[src/logic/cache_flush_pkg.sv]
// Purpose: Shared constants for the card write cache and flush block
// Assumes: 100 MHz sys_clk, APB with 32-bit data
// Notes: Offsets are byte addresses of aligned words
package cache_flush_pkg;
    // Clock and flush deadline
    localparam int unsigned CLK_HZ = 100_000_000;
    localparam int unsigned FLUSH_LIMIT_S = 1;
    localparam int unsigned FLUSH_LIMIT_CYCLES = FLUSH_LIMIT_S * CLK_HZ;
    localparam int unsigned TMR_W = $clog2(FLUSH_LIMIT_CYCLES + 1);

    // Cache geometry, small enough to drain well inside the deadline
    localparam int unsigned ENTRIES = 8;
    localparam int unsigned PTR_W = 3;
    localparam int unsigned CNT_W = 4;
    localparam logic [CNT_W-1:0] CNT_FULL = 4'h8;
    localparam logic [CNT_W-1:0] CNT_ZERO = 4'h0;
    localparam logic [CNT_W-1:0] CNT_ONE = 4'h1;

    // APB register map
    localparam int unsigned APB_AW = 12;
    localparam logic [APB_AW-1:0] CTRL_OFS = 12'h000;
    localparam logic [APB_AW-1:0] STAT_OFS = 12'h004;
    localparam logic [APB_AW-1:0] FEAT_OFS = 12'h008;
    localparam logic [31:0] ZERO_WORD = 32'h0000_0000;

    // Control fields
    localparam int unsigned CTRL_FLUSH_BIT = 0;
    localparam int unsigned CTRL_EN_BIT = 1;
    localparam int unsigned CTRL_PWROFF_BIT = 2;
    // Status fields
    localparam int unsigned STAT_BUSY_BIT = 0;
    localparam int unsigned STAT_TMO_BIT = 1;
    localparam int unsigned STAT_PWROFF_DONE_BIT = 2;
    localparam int unsigned STAT_CNT_LSB = 8;
    // Feature fields
    localparam int unsigned FEAT_BYTE4_BIT = 0;
    localparam int unsigned FEAT_B330_BIT = 1;
    localparam int unsigned FEAT_PWROFF_BIT = 2;

    // Support advertisement
    localparam logic CACHE_SUPPORTED = 1'b1;
    localparam int unsigned PERF_CACHE_BIT = 0;

    // Write-back state machine
    typedef enum logic [1:0] {
        ST_IDLE = 2'b00,
        ST_WB = 2'b01
    } wb_state_t;
endpackage

[src/logic/card_write_cache_flush.sv]
// Purpose: Card write cache with host flush and power-off write-back
// Assumes: Host data and power-off pulses arrive on sys_clk
// Notes: APB registers for control, status and feature flags
//
// Functional notes
// [RULE1] Advertise cache support in byte4 and b330
// [RULE2] Cache is invisible; card picks cached data
// [RULE3] Host flushes at least once before power-off
// [RULE4] Finish any flush within one second
// [RULE5] Hold DAT0 busy while flush runs
// [RULE6] Power-off notice writes whole cache back
// [RULE7] Flush end clears request, releases busy
module card_write_cache_flush #(
    parameter int unsigned FLUSH_LIMIT_CYCLES = cache_flush_pkg::FLUSH_LIMIT_CYCLES
) (
    // Clock and reset
    input wire logic sys_clk,
    input wire logic reset_n,
    // APB slave
    input wire logic psel,
    input wire logic penable,
    input wire logic pwrite,
    input wire logic [cache_flush_pkg::APB_AW-1:0] paddr,
    input wire logic [31:0] pwdata,
    output logic [31:0] prdata,
    output logic pready,
    output logic pslverr,
    // Host write data from the card bus
    input wire logic host_wr_valid,
    input wire logic [31:0] host_wr_addr,
    input wire logic [31:0] host_wr_data,
    output logic host_wr_ready,
    // Power-off notification from the command decoder
    input wire logic pwr_off_notify,
    // Non-volatile memory write port
    output logic nv_wr_valid,
    output logic [31:0] nv_wr_addr,
    output logic [31:0] nv_wr_data,
    input wire logic nv_wr_ready,
    // DAT0 busy drive, open-drain
    output logic dat0_out,
    output logic dat0_oe,
    // Feature advertisement
    output logic [7:0] perf_feature_support_field,
    output logic status_cache_support
);
    // Reset release synchroniser
    logic rst_meta_q;
    logic rst_sync_q;
    logic rst_n;

    // Bus side
    logic pready_q;
    logic pslverr_q;
    logic [31:0] prdata_q;
    logic setup;
    logic wr_acc;
    logic ctrl_wr;
    logic stat_wr;
    logic flush_wr;
    logic pwroff_wr;

    // Control and status state
    logic cache_en_q;
    logic flush_pend_q;
    logic pwroff_pend_q;
    logic pwroff_done_q;
    logic tmo_q;
    logic busy_q;
    logic pending;
    logic done;
    logic expired;

    // Data path state
    cache_flush_pkg::wb_state_t state_q;
    logic host_rdy_q;
    logic nv_valid_q;
    logic [31:0] nv_addr_q;
    logic [31:0] nv_data_q;
    logic push;
    logic pop;
    logic wb_go;
    logic [31:0] head_addr;
    logic [31:0] head_data;
    logic [cache_flush_pkg::CNT_W-1:0] cnt;
    logic [cache_flush_pkg::CNT_W-1:0] cnt_nx;
    logic rdy_d;
    logic [7:0] perf_q;
    logic b330_q;

    // Release reset two edges after reset_n rises
    // Assertion stays asynchronous so the card goes quiet at once
    always_ff @(posedge sys_clk or negedge reset_n) begin
        if (!reset_n) begin
            rst_meta_q <= 1'b0;
            rst_sync_q <= 1'b0;
        end else begin
            rst_meta_q <= 1'b1;
            rst_sync_q <= rst_meta_q;
        end
    end
    assign rst_n = rst_sync_q;

    // APB phase decode; writes land only at the completing access edge
    assign setup = psel && !penable;
    assign wr_acc = psel && penable && pready_q && pwrite;
    assign ctrl_wr = wr_acc && (paddr == cache_flush_pkg::CTRL_OFS);
    assign stat_wr = wr_acc && (paddr == cache_flush_pkg::STAT_OFS);
    assign flush_wr = ctrl_wr && pwdata[cache_flush_pkg::CTRL_FLUSH_BIT];
    assign pwroff_wr = ctrl_wr && pwdata[cache_flush_pkg::CTRL_PWROFF_BIT];

    // Zero-wait answer: pready is raised for the access cycle only
    // Unmapped offsets answer with an error and all-zero data
    always_ff @(posedge sys_clk or negedge rst_n) begin
        if (!rst_n) begin
            pready_q <= 1'b0;
            pslverr_q <= 1'b0;
            prdata_q <= cache_flush_pkg::ZERO_WORD;
        end else begin
            pready_q <= setup;
            if (setup) begin
                prdata_q <= cache_flush_pkg::ZERO_WORD;
                pslverr_q <= 1'b0;
                case (paddr)
                    cache_flush_pkg::CTRL_OFS: begin
                        prdata_q[cache_flush_pkg::CTRL_FLUSH_BIT] <= flush_pend_q;
                        prdata_q[cache_flush_pkg::CTRL_EN_BIT] <= cache_en_q;
                        prdata_q[cache_flush_pkg::CTRL_PWROFF_BIT] <= pwroff_pend_q;
                    end
                    cache_flush_pkg::STAT_OFS: begin
                        prdata_q[cache_flush_pkg::STAT_BUSY_BIT] <= busy_q;
                        prdata_q[cache_flush_pkg::STAT_TMO_BIT] <= tmo_q;
                        prdata_q[cache_flush_pkg::STAT_PWROFF_DONE_BIT] <= pwroff_done_q;
                        prdata_q[cache_flush_pkg::STAT_CNT_LSB +: cache_flush_pkg::CNT_W]
                            <= cnt;
                    end
                    cache_flush_pkg::FEAT_OFS: begin
                        prdata_q[cache_flush_pkg::FEAT_BYTE4_BIT]
                            <= perf_q[cache_flush_pkg::PERF_CACHE_BIT]; // [RULE1]
                        prdata_q[cache_flush_pkg::FEAT_B330_BIT] <= b330_q; // [RULE1]
                        prdata_q[cache_flush_pkg::FEAT_PWROFF_BIT]
                            <= cache_flush_pkg::CACHE_SUPPORTED; // [RULE6]
                    end
                    default: pslverr_q <= 1'b1;
                endcase
            end
        end
    end

    // Cache enable is plain software state
    always_ff @(posedge sys_clk or negedge rst_n) begin
        if (!rst_n) cache_en_q <= 1'b0;
        else if (ctrl_wr) cache_en_q <= pwdata[cache_flush_pkg::CTRL_EN_BIT];
    end

    // A flush ends once the cache is empty and no write-back is in flight
    // A push in the same cycle would refill the cache, so it holds done off
    assign pending = flush_pend_q || pwroff_pend_q;
    assign done = pending && (state_q == cache_flush_pkg::ST_IDLE)
                  && (cnt == cache_flush_pkg::CNT_ZERO) && !push;

    // Host flush request; a new request in the finishing cycle wins
    always_ff @(posedge sys_clk or negedge rst_n) begin
        if (!rst_n) flush_pend_q <= 1'b0;
        else if (flush_wr) flush_pend_q <= 1'b1; // [RULE3]
        else if (done) flush_pend_q <= 1'b0; // [RULE7]
    end

    // Power-off notice from the bus or the register both start write-back
    always_ff @(posedge sys_clk or negedge rst_n) begin
        if (!rst_n) begin
            pwroff_pend_q <= 1'b0;
            pwroff_done_q <= 1'b0;
        end else begin
            if (pwr_off_notify || pwroff_wr) pwroff_pend_q <= 1'b1; // [RULE6]
            else if (done) pwroff_pend_q <= 1'b0; // [RULE7]
            if (pwroff_pend_q && done) pwroff_done_q <= 1'b1; // [RULE6]
        end
    end

    // Deadline watch; the small cache depth keeps write-back well under it
    // Expiry only flags the overrun; the write-back itself is never cut short
    flush_deadline_timer #(
        .LIMIT(FLUSH_LIMIT_CYCLES)
    ) u_timer (
        .clk(sys_clk),
        .rst_n(rst_n),
        .run(pending), // [RULE4]
        .expired(expired)
    );

    // Overrun flag is write-one-to-clear; a new overrun wins over the clear
    always_ff @(posedge sys_clk or negedge rst_n) begin
        if (!rst_n) tmo_q <= 1'b0;
        else if (expired) tmo_q <= 1'b1; // [RULE4]
        else if (stat_wr && pwdata[cache_flush_pkg::STAT_TMO_BIT]) tmo_q <= 1'b0;
    end

    // DAT0 is pulled low for as long as a flush request is open
    // Busy rises one cycle after the request is taken and falls one cycle
    // after the drain ends; a flush of an empty cache never shows busy
    always_ff @(posedge sys_clk or negedge rst_n) begin
        if (!rst_n) begin
            busy_q <= 1'b0;
            dat0_out <= 1'b0;
            dat0_oe <= 1'b0;
        end else begin
            busy_q <= pending && !done; // [RULE5] [RULE7]
            dat0_out <= 1'b0;
            dat0_oe <= pending && !done; // [RULE5]
        end
    end

    // Host writes go only into the cache; there is no host read-back path
    assign push = host_wr_valid && host_rdy_q; // [RULE2]
    assign cnt_nx = cnt + {3'b000, push} - {3'b000, pop};
    assign rdy_d = cache_en_q && !pending && !flush_wr && !pwroff_wr
                   && !pwr_off_notify && !pwroff_done_q
                   && (cnt_nx < cache_flush_pkg::CNT_FULL);

    // Ready is registered, so it looks one entry ahead of the fill level
    // Ready stays low after a completed power-off until the next reset
    always_ff @(posedge sys_clk or negedge rst_n) begin
        if (!rst_n) host_rdy_q <= 1'b0;
        else host_rdy_q <= rdy_d;
    end

    // The store has no host read port, which keeps the cache transparent
    write_cache_store u_store (
        .clk(sys_clk),
        .rst_n(rst_n),
        .push(push),
        .push_addr(host_wr_addr),
        .push_data(host_wr_data),
        .pop(pop),
        .head_addr(head_addr),
        .head_data(head_data),
        .count(cnt)
    );

    // Card decides when to drain: on flush, power-off, disable or a full cache
    assign wb_go = (state_q == cache_flush_pkg::ST_IDLE)
                   && (cnt != cache_flush_pkg::CNT_ZERO)
                   && (pending || !cache_en_q || cnt == cache_flush_pkg::CNT_FULL); // [RULE2]
    assign pop = wb_go;

    // Write-back: one entry at a time, held until the memory takes it
    // Only one word is in flight, so memory sees the entries oldest first
    always_ff @(posedge sys_clk or negedge rst_n) begin
        if (!rst_n) begin
            state_q <= cache_flush_pkg::ST_IDLE;
            nv_valid_q <= 1'b0;
            nv_addr_q <= cache_flush_pkg::ZERO_WORD;
            nv_data_q <= cache_flush_pkg::ZERO_WORD;
        end else begin
            case (state_q)
                cache_flush_pkg::ST_IDLE: begin
                    if (wb_go) begin
                        nv_valid_q <= 1'b1; // [RULE6]
                        nv_addr_q <= head_addr;
                        nv_data_q <= head_data;
                        state_q <= cache_flush_pkg::ST_WB;
                    end
                end
                cache_flush_pkg::ST_WB: begin
                    if (nv_wr_ready) begin
                        nv_valid_q <= 1'b0;
                        state_q <= cache_flush_pkg::ST_IDLE;
                    end
                end
                default: begin
                    nv_valid_q <= 1'b0;
                    state_q <= cache_flush_pkg::ST_IDLE;
                end
            endcase
        end
    end

    // Support flags are fixed, but still driven from flops
    // They settle on the first edge after reset release, the third after reset_n rises, and never change
    always_ff @(posedge sys_clk or negedge rst_n) begin
        if (!rst_n) begin
            perf_q <= 8'h00;
            b330_q <= 1'b0;
        end else begin
            perf_q <= 8'h00;
            perf_q[cache_flush_pkg::PERF_CACHE_BIT] <= cache_flush_pkg::CACHE_SUPPORTED; // [RULE1]
            b330_q <= cache_flush_pkg::CACHE_SUPPORTED; // [RULE1]
        end
    end

    // Output hookup
    // Every output below is a flop of one of the processes above
    assign prdata = prdata_q;
    assign pready = pready_q;
    assign pslverr = pslverr_q;
    assign host_wr_ready = host_rdy_q;
    assign nv_wr_valid = nv_valid_q;
    assign nv_wr_addr = nv_addr_q;
    assign nv_wr_data = nv_data_q;
    assign perf_feature_support_field = perf_q;
    assign status_cache_support = b330_q;
endmodule // card_write_cache_flush

[src/logic/write_cache_store.sv]
// Purpose: Entry array holding cached host writes, drained oldest first
// Assumes: Caller never pushes when full nor pops when empty
// Notes: No read port toward the host; only the write-back path sees it
module write_cache_store (
    // Clock and reset
    input wire logic clk,
    input wire logic rst_n,
    // Fill side
    input wire logic push,
    input wire logic [31:0] push_addr,
    input wire logic [31:0] push_data,
    // Drain side
    input wire logic pop,
    output logic [31:0] head_addr,
    output logic [31:0] head_data,
    output logic [cache_flush_pkg::CNT_W-1:0] count
);
    logic [31:0] addr_mem [cache_flush_pkg::ENTRIES];
    logic [31:0] data_mem [cache_flush_pkg::ENTRIES];
    logic [cache_flush_pkg::PTR_W-1:0] wr_ptr_q;
    logic [cache_flush_pkg::PTR_W-1:0] rd_ptr_q;
    logic [cache_flush_pkg::CNT_W-1:0] cnt_q;

    // Storage has no reset; only pointers define what is valid
    always_ff @(posedge clk) begin
        if (push) begin
            addr_mem[wr_ptr_q] <= push_addr;
            data_mem[wr_ptr_q] <= push_data;
        end
    end

    // Pointers wrap naturally at the power-of-two depth
    always_ff @(posedge clk or negedge rst_n) begin
        if (!rst_n) begin
            wr_ptr_q <= '0;
            rd_ptr_q <= '0;
            cnt_q <= cache_flush_pkg::CNT_ZERO;
        end else begin
            if (push) wr_ptr_q <= wr_ptr_q + 1'b1;
            if (pop) rd_ptr_q <= rd_ptr_q + 1'b1;
            if (push && !pop) cnt_q <= cnt_q + cache_flush_pkg::CNT_ONE;
            else if (pop && !push) cnt_q <= cnt_q - cache_flush_pkg::CNT_ONE;
        end
    end

    assign head_addr = addr_mem[rd_ptr_q];
    assign head_data = data_mem[rd_ptr_q];
    assign count = cnt_q;
endmodule // write_cache_store

[src/logic/flush_deadline_timer.sv]
// Purpose: Measures how long a flush has been running
// Assumes: run stays high for the whole flush
// Notes: Pulses expired once when the limit is reached
module flush_deadline_timer #(
    parameter int unsigned LIMIT = cache_flush_pkg::FLUSH_LIMIT_CYCLES
) (
    // Clock and reset
    input wire logic clk,
    input wire logic rst_n,
    // Control and result
    input wire logic run,
    output logic expired
);
    localparam int unsigned W = cache_flush_pkg::TMR_W;
    localparam logic [W-1:0] LAST = W'(LIMIT - 1);
    logic [W-1:0] cnt_q;
    logic hit_q;

    // Counter saturates so expiry is reported only once per flush
    always_ff @(posedge clk or negedge rst_n) begin
        if (!rst_n) begin
            cnt_q <= '0;
            hit_q <= 1'b0;
        end else if (!run) begin
            cnt_q <= '0;
            hit_q <= 1'b0;
        end else if (!hit_q) begin
            cnt_q <= cnt_q + 1'b1;
            hit_q <= (cnt_q == LAST);
        end
    end

    assign expired = run && !hit_q && (cnt_q == LAST);
endmodule // flush_deadline_timer

[config.mk]
export PLATFORM = sky130hd
export DESIGN_NAME = card_write_cache_flush
export DESIGN_NICKNAME = d
export VERILOG_FILES = /design/src/logic/cache_flush_pkg.sv /design/src/logic/card_write_cache_flush.sv /design/src/logic/write_cache_store.sv /design/src/logic/flush_deadline_timer.sv
export SDC_FILE = /design/constraint.sdc
export NUM_CORES = 1
export LEC_CHECK = 0
export BUFFER_PORTS_ARGS = -buffer_cell sky130_fd_sc_hd__buf_2
export CAP_MARGIN = 30
export CORE_ASPECT_RATIO = 1.25
export CORE_UTILIZATION = 40
export CTS_CLUSTER_DIAMETER = 50
export CTS_CLUSTER_SIZE = 14
export DETAILED_ROUTE_END_ITERATION = 10
export PLACE_DENSITY = 0.56
export SYNTH_ARGS = -nofsm -noshare
export SYNTH_HDL_FRONTEND = slang
export SYNTH_SLANG_ARGS = --single-unit
[constraint.sdc]
create_clock -name sys_clk -period 7.5 [get_ports sys_clk]
set_clock_uncertainty 0.05 [all_clocks]
set_input_delay 1.5 -clock sys_clk [delete_from_list [all_inputs] [get_ports sys_clk]]
set_output_delay 1.5 -clock sys_clk [all_outputs]
set_load 0.01 [all_outputs]
==> results of run 1 <==
report_power, final:
group | switching (mW) | internal, mW | leakage, nW
Combinational | 1.19 | 1.20 | 2.84
Sequential | 0.395 | 4.09 | 6.04
Clock | 1.27 | 1.50 | 0.834
Total | 2.86 | 6.79 | 9.72
metal layers:
layer / share of wire, % / vias up / routed length [microns] / global-route usage (%)
li1: - / 5421 / - / -
met1: 42 / 6289 / 21100 / 21.3
met2: 51 / 265 / 25900 / 28.5
met3: 4.7 / 86 / 2380 / 3.44
met4: 1.9 / 16 / 933 / 4.06
met5: 0.22 / - / 111 / 0
stage by stage:
step	setup WS (ps)	instances	cell area [sq um]	power (mW)	hold slack (ps)
5_1_grt	3780	2337	28100	10.2	191
6_report	3980	2340	28100	9.65	165
2_1_floorplan	529	1316	24700	6.25	281
4_1_cts	3840	2334	28100	9.80	308
3_3_place_gp	3190	2226	26300	6.96	290
3_5_place_dp	3240	2229	26300	7.00	288
worst paths after layout:
check                      slack (ps)                endpoint        startpoint  cells past startpoint
min reg2reg                       170          nv_wr_addr[14]             rst_n                      0
min in group sys_clk              310                   rst_n        rst_meta_q                      0
max                              3980  u_store.data_mem[2][0]     host_wr_valid                      5
min                               170          nv_wr_addr[14]             rst_n                      0
max in group asynchronous        6330                 pslverr             rst_n                      2
max reg2reg                      4340        u_store.count[3]  u_store.count[2]                     11
flip-flops by register name, indices dropped and copies added (netlist names), 3 cells and up:
signal / flops
u_store.addr_mem: 256
u_store.data_mem: 256
nv_wr_addr: 32
nv_wr_data: 32
u_timer.cnt_q: 27
prdata: 7
u_store.count: 4
u_store.rd_ptr_q: 3
u_store.wr_ptr_q: 3
worst reg2reg max path, cell delays in order (launching register included):
cell and delay [ps]:
dfrtp_1 400, inv_1 130, ha_1 170, or3b_1 400, a221oi_4 230, buf_4 510
nand2b_1 270, ha_1 290, a21oi_1 180, and3_1 180, mux2i_1 90, xnor2_1 140
Yosys cell counts, types with 2 or more instances:
cell type  instances
edfxtp_1         512
mux4_2           128
dfrtp_1          122
nor2_1            94
a21oi_1           79
mux2i_1           69
clkbuf_1          42
buf_4             34
nand2_1           23
buf_2             19
o31ai_1           15
xnor2_1           12
nand4_1           11
nand3_1           10
or4_1             10
ha_1               9
inv_1              9
nor4_1             9
xor2_1             8
nor3_1             7
nand2b_1           6
a21o_1             5
a22o_1             5
and4_1             4
mux2_2             3
nand4b_1           3
a221o_1            2
and3_1             2
and4b_1            2
conb_1             2
nor2b_1            2
nor3b_1            2
or2_2              2
or3_1              2
layout make-up:
| type | instances | share of cell area [%] |
|---|---|---|
| inverters | 9 | 0.120 |
| clock buffers | 92 | 5.51 |
| repair buffers | 188 | 3.95 |
| flip-flops and latches | 634 | 65.5 |
| clock inverters | 13 | 0.680 |
| well taps | 824 | 3.66 |
| multi-input cells | 577 | 20.5 |
| diodes | 3 | 0.0267 |
logic make-up (layout without fill, tap and decap cells):
kind of cell / Yosys count / in the layout / share of synthesized area (%)
buffers and inverters: 105 / 302 / 2.22
adders and majority gates: 10 / 10 / 0.540
and+or+nand+nor: 197 / 197 / 3.98
DFF: 634 / 634 / 75.0
other: 2 / 38 / 0.0306
xor gates and xnor gates: 20 / 20 / 0.713
AOI/OAI and AO/OA: 115 / 115 / 2.86
muxes: 200 / 200 / 14.7
==> results.toml, run 1 <==
[routing]
detail_route.iter0.violations = 834
antenna_left = 0
dr.pass1.iters = 5
routed_wl_mm = 50.4
viasPerCell = 5.16
vias = 12077
drcViolationCount = 0
routedWlPerCell_microns = 21.5

[sta]
hold_viol_final = 0
rsz0062_at_grt = "false"
finalSetupViolCount = 0
fin_crit_sh_pct = 47.0
fin_crit_ps = 3520
slew_violations = 0
fin_tns_setup_ps = 0
relSlewSlack_pct = 39.8
tightest_slew_ps = 904
fmax_ghz = 0.284

[layout]
post-route-util_pct = 46.3
layout_common_cells = "edfxtp_1 (512), buf_2 (164), mux4_2 (128), dfrtp_1 (118), nor2_1 (88)"
drive_gt1_share_pct = 26.9
seqCellArea_sq_um = 18400
nets = 1592
area_delta_synth_final_pct = 14.5
layout_commonest_cell = "edfxtp_1"
multi_input_area_sq_um = 5780
fillers = 5195

[power_and_ir_drop]
irDropWorstVdd_v = 0.000329
leakagePower_nw = 9.72
cellPowerDensity_nw_per_um2 = 343

[critical_path]
crit_chain = "buf_2 -> and2_1 -> nand2b_1 -> nor2_4 -> buf_4"
crit_fanout = 48
arrival_ps = 3720
worst_setup_path_start_kind = "input port"
path_delay_family = "simple AND/OR/NAND/NOR gates"
end_kind = "flip-flop"
cp_slowest_cell = "buf_4"
critPathMaxStageDelay_ps = 800
criticalPathCategory = "input port to flip-flop"
cp_num_buf_inv = 2
worst-endpoint-required_ps = 7690

[job]
drv_cap = 0

[clock_tree]
cts_root_buffer = "clkbuf_16"
clockBufferDepth = 3
cts.clk_slew.worst_paths_ps = 70
cts_resized = 0
cts_tree = "done"
clkLatencyLatePin_ps = 620
holdBufCountCts = 0
numCtsBuffers = 56
cts_setup_buffers = 0
cts.sinks = 634
htree_levels = 2

[global_route]
grt_overflow_total = 0
grt_util_all_layers_pct = 16.5
grt_pass1_vias = 12684
grt_pass1_wl_mm = 77.0
antenna_found_initial = 13
grt_max_degree = 99

[yosys]
yosys.area.top_type = "edfxtp_1"
yosysWarnings = 0
synthArstFlopShare_pct = 19.2
ys_ff_latch = 634
synth_seq_area_share_pct = 75.0
synth_cell_types = 53
synth_top_area_share_pct = 62.6
synth_area_leaders = "edfxtp_1 (63%), dfrtp_1 (12%), mux4_2 (12%)"
synth_edf_count = 512
synth_area_sq_um = 24600
synth_cells = 1283
ys.flop_type = "edfxtp_1"
synth_area_per_cell_sq_um = 19.2

[placed_design]
gp_congestion = 0.748
hpwl_mm = 27.8
portBuffers = 164

[die]
coreArea_sq_um = 60800
die_w_microns = 224
start_util_pct = 40.4
dieArea_sq_um = 62400
num_rows = 101
num_io_pins = 227
die_h_microns = 279

[outcome]
outcome = "completed"

[min_path]
worst_hold_path_type = "flip-flop to asynchronous set/reset pin"
No activity file was read; power rests on OpenSTA's default activity.
==> run 2: changes to the inputs <==
==> constraint.sdc (replaced) <==
create_clock -name sys_clk -period 3.5 [get_ports sys_clk]
set_clock_uncertainty 0.05 [all_clocks]
set_input_delay 0.7 -clock sys_clk [delete_from_list [all_inputs] [get_ports sys_clk]]
set_output_delay 0.7 -clock sys_clk [all_outputs]
set_load 0.01 [all_outputs]
==> results.toml, run 2 (synthesis gave the netlist of run 1 again) <==
[critical_path]
crit_chain = "inv_1 -> ha_1 -> or3b_1 -> a221oi_4 -> nand2b_1 -> ha_1 -> a21oi_1 -> and3_1 -> mux2i_1 -> xnor2_1"
rrSetupSlack_ps = 810
path_delay_family = "simple AND/OR/NAND/NOR gates"
reg2reg_from = "u_store.count[2]"
arrival_ps = 3130
criticalPathCategory = "flip-flop to flip-flop"
cp_common_cell = "ha_1"
reg2reg_depth = 10
end_kind = "flip-flop"
critPathMaxStageDelay_ps = 400
cp_slowest_cell = "dfrtp_1"
r2r_end = "u_store.count[3]"
worst_setup_path_start_kind = "flip-flop"
critical_path.startpoint = "u_store.count[2]"
cp_num_buf_inv = 1
worst-endpoint-required_ps = 3940
crit_fanout = 4

[sta]
worst_slack_ps = 815
finalSetupViolCount = 0
fin_crit_ps = 2690
rsz0062_at_grt = "false"
slew_violations = 0
fin_crit_sh_pct = 76.7
relSlewSlack_pct = 38.4
tightest_slew_ps = 917
fmax_ghz = 0.372
hold_viol_final = 0

[global_route]
antenna_found_initial = 7
grt_overflow_total = 0
grt_pass1_vias = 12799
grt_pass1_wl_mm = 80.3
grt_max_degree = 70
grt_util_all_layers_pct = 17.3

[layout]
nets = 1600
post-route-util_pct = 46.6
final_cells = 2344
reg_top3 = "u_store.addr_mem (256), u_store.data_mem (256)"
drive_gt1_share_pct = 27.3
fillers = 5187
layout_commonest_cell = "edfxtp_1"
area_delta_synth_final_pct = 15.1
layout_common_cells = "edfxtp_1 (512), buf_2 (164), mux4_2 (128), dfrtp_1 (118), nor2_1 (88)"

[routing]
antenna_left = 0
vias = 12148
dr.pass1.iters = 5
wl_met1_mm = 22.8
drcViolationCount = 0
routed_wl_mm = 52.7
routedWlPerCell_microns = 22.5
detail_route.iter0.violations = 859
viasPerCell = 5.18
top_layer = "met5"
wl_met2_mm = 26.6
route.met3.wl_mm = 2.39

[power_and_ir_drop]
swShare_pct = 29.9
cellPowerDensity_nw_per_um2 = 735
leakagePower_nw = 9.76
irDropWorstVdd_v = 0.000459
seq_power_share_pct = 45.8
p_sw_mw = 6.22
total_power_mw = 20.8
p_comb_share_pct = 25.7
p_clk_share_pct = 28.6
p_int_mw = 14.6

[min_path]
worst_hold_path_type = "flip-flop to asynchronous set/reset pin"

[placed_design]
dp_slack_ps = 747
gp_congestion = 0.716
place_inst = 2238
portBuffers = 164
hpwl_mm = 28.9

[clock_tree]
numCtsBuffers = 57
cts_tree = "done"
clockBufferDepth = 3
clkLatencyLatePin_ps = 610
cts.clk_slew.worst_paths_ps = 70
cts.sinks = 634
htree_levels = 2
cts_root_buffer = "clkbuf_16"
cts_setup_buffers = 0

[outcome]
outcome = "completed"

[die]
num_io_pins = 227
die_w_microns = 224
dieArea_sq_um = 62400
coreArea_sq_um = 60800
die_h_microns = 279
num_rows = 101
start_util_pct = 40.4

[job]
drv_cap = 0
run 2: cell count changes in the layout (fill, tap and decap cells not counted), moves of 2 or more:
cell       change
clkbuf_1       -5
inv_6          +3
nor3_2         -2
clkinv_1       +2
buf_16         -3
buf_12        +13
buf_4          -4
clkbuf_16      +2
nor3_4         +2
run 2: power groups by stage:
stage / Sequential [mW] / Combinational, mW / Clock [mW]
6_report: 9.51 / 5.34 / 5.94
5_1_grt: 9.63 / 5.92 / 6.38
4_1_cts: 9.54 / 5.49 / 6.14
3_5_place_dp: 9.69 / 5.47 / 0
3_3_place_gp: 9.68 / 5.40 / 0
2_1_floorplan: 9.48 / 3.92 / 0
run 2: repair_timing:
item,4_1_cts,5_1_grt
hold buffers,1,0
resized for setup,0,0
endpoints found under the hold margin,2,0
run 2: worst register-to-register path: cells and delay by family, from the launching register on:
kind | cells | cell delay (ps)
buffers and inverters | 1 | 140
muxes | 1 | 80
xor gates and xnor gates | 1 | 140
adders and majority gates | 2 | 450
and+or+nand+nor | 3 | 810
AOI/OAI and AO/OA | 2 | 500
DFF | 1 | 400
run 2: per-layer routing:
metal,global-route usage [%],vias to the layer above
li1,-,5436
met1,22.9,6375
met2,29.4,252
met3,3.31,73
met4,4.02,12
met5,0,-
run 2: stage by stage:
step           hold slack [ps]  instance area [sq um]  TNS [ps]
3_3_place_gp               288                  26600         0
5_1_grt                    251                  28300         0
6_report                   281                  28300         0
3_5_place_dp               292                  26600         0
2_1_floorplan              281                  24700   -451680
4_1_cts                    233                  28300         0
run 2: worst max path at each step:
stage | slack (ps) | cells past startpoint | end
2_1_floorplan | -950 | 4 | u_store.addr_mem[6][0]
5_1_grt | 580 | 10 | u_store.count[3]
3_3_place_gp | 750 | 5 | u_store.data_mem[4][9]
4_1_cts | 790 | 10 | u_store.count[3]
6_report | 810 | 10 | u_store.count[3]
3_5_place_dp | 750 | 5 | u_store.data_mem[4][9]
run 2: area by class of cell:
type                            instances  area, sq um  area share, %
Antenna cell                            2         5.00         0.0177
Clock buffer                           87         1560           5.51
Clock inverter                         16          163          0.575
Inverter                                9         33.8          0.119
Multi-Input combinational cell        577         5790           20.5
Sequential cell                       634        18400           65.2
Tap cell                              824         1030           3.64
Timing Repair Buffer                  195         1270           4.48
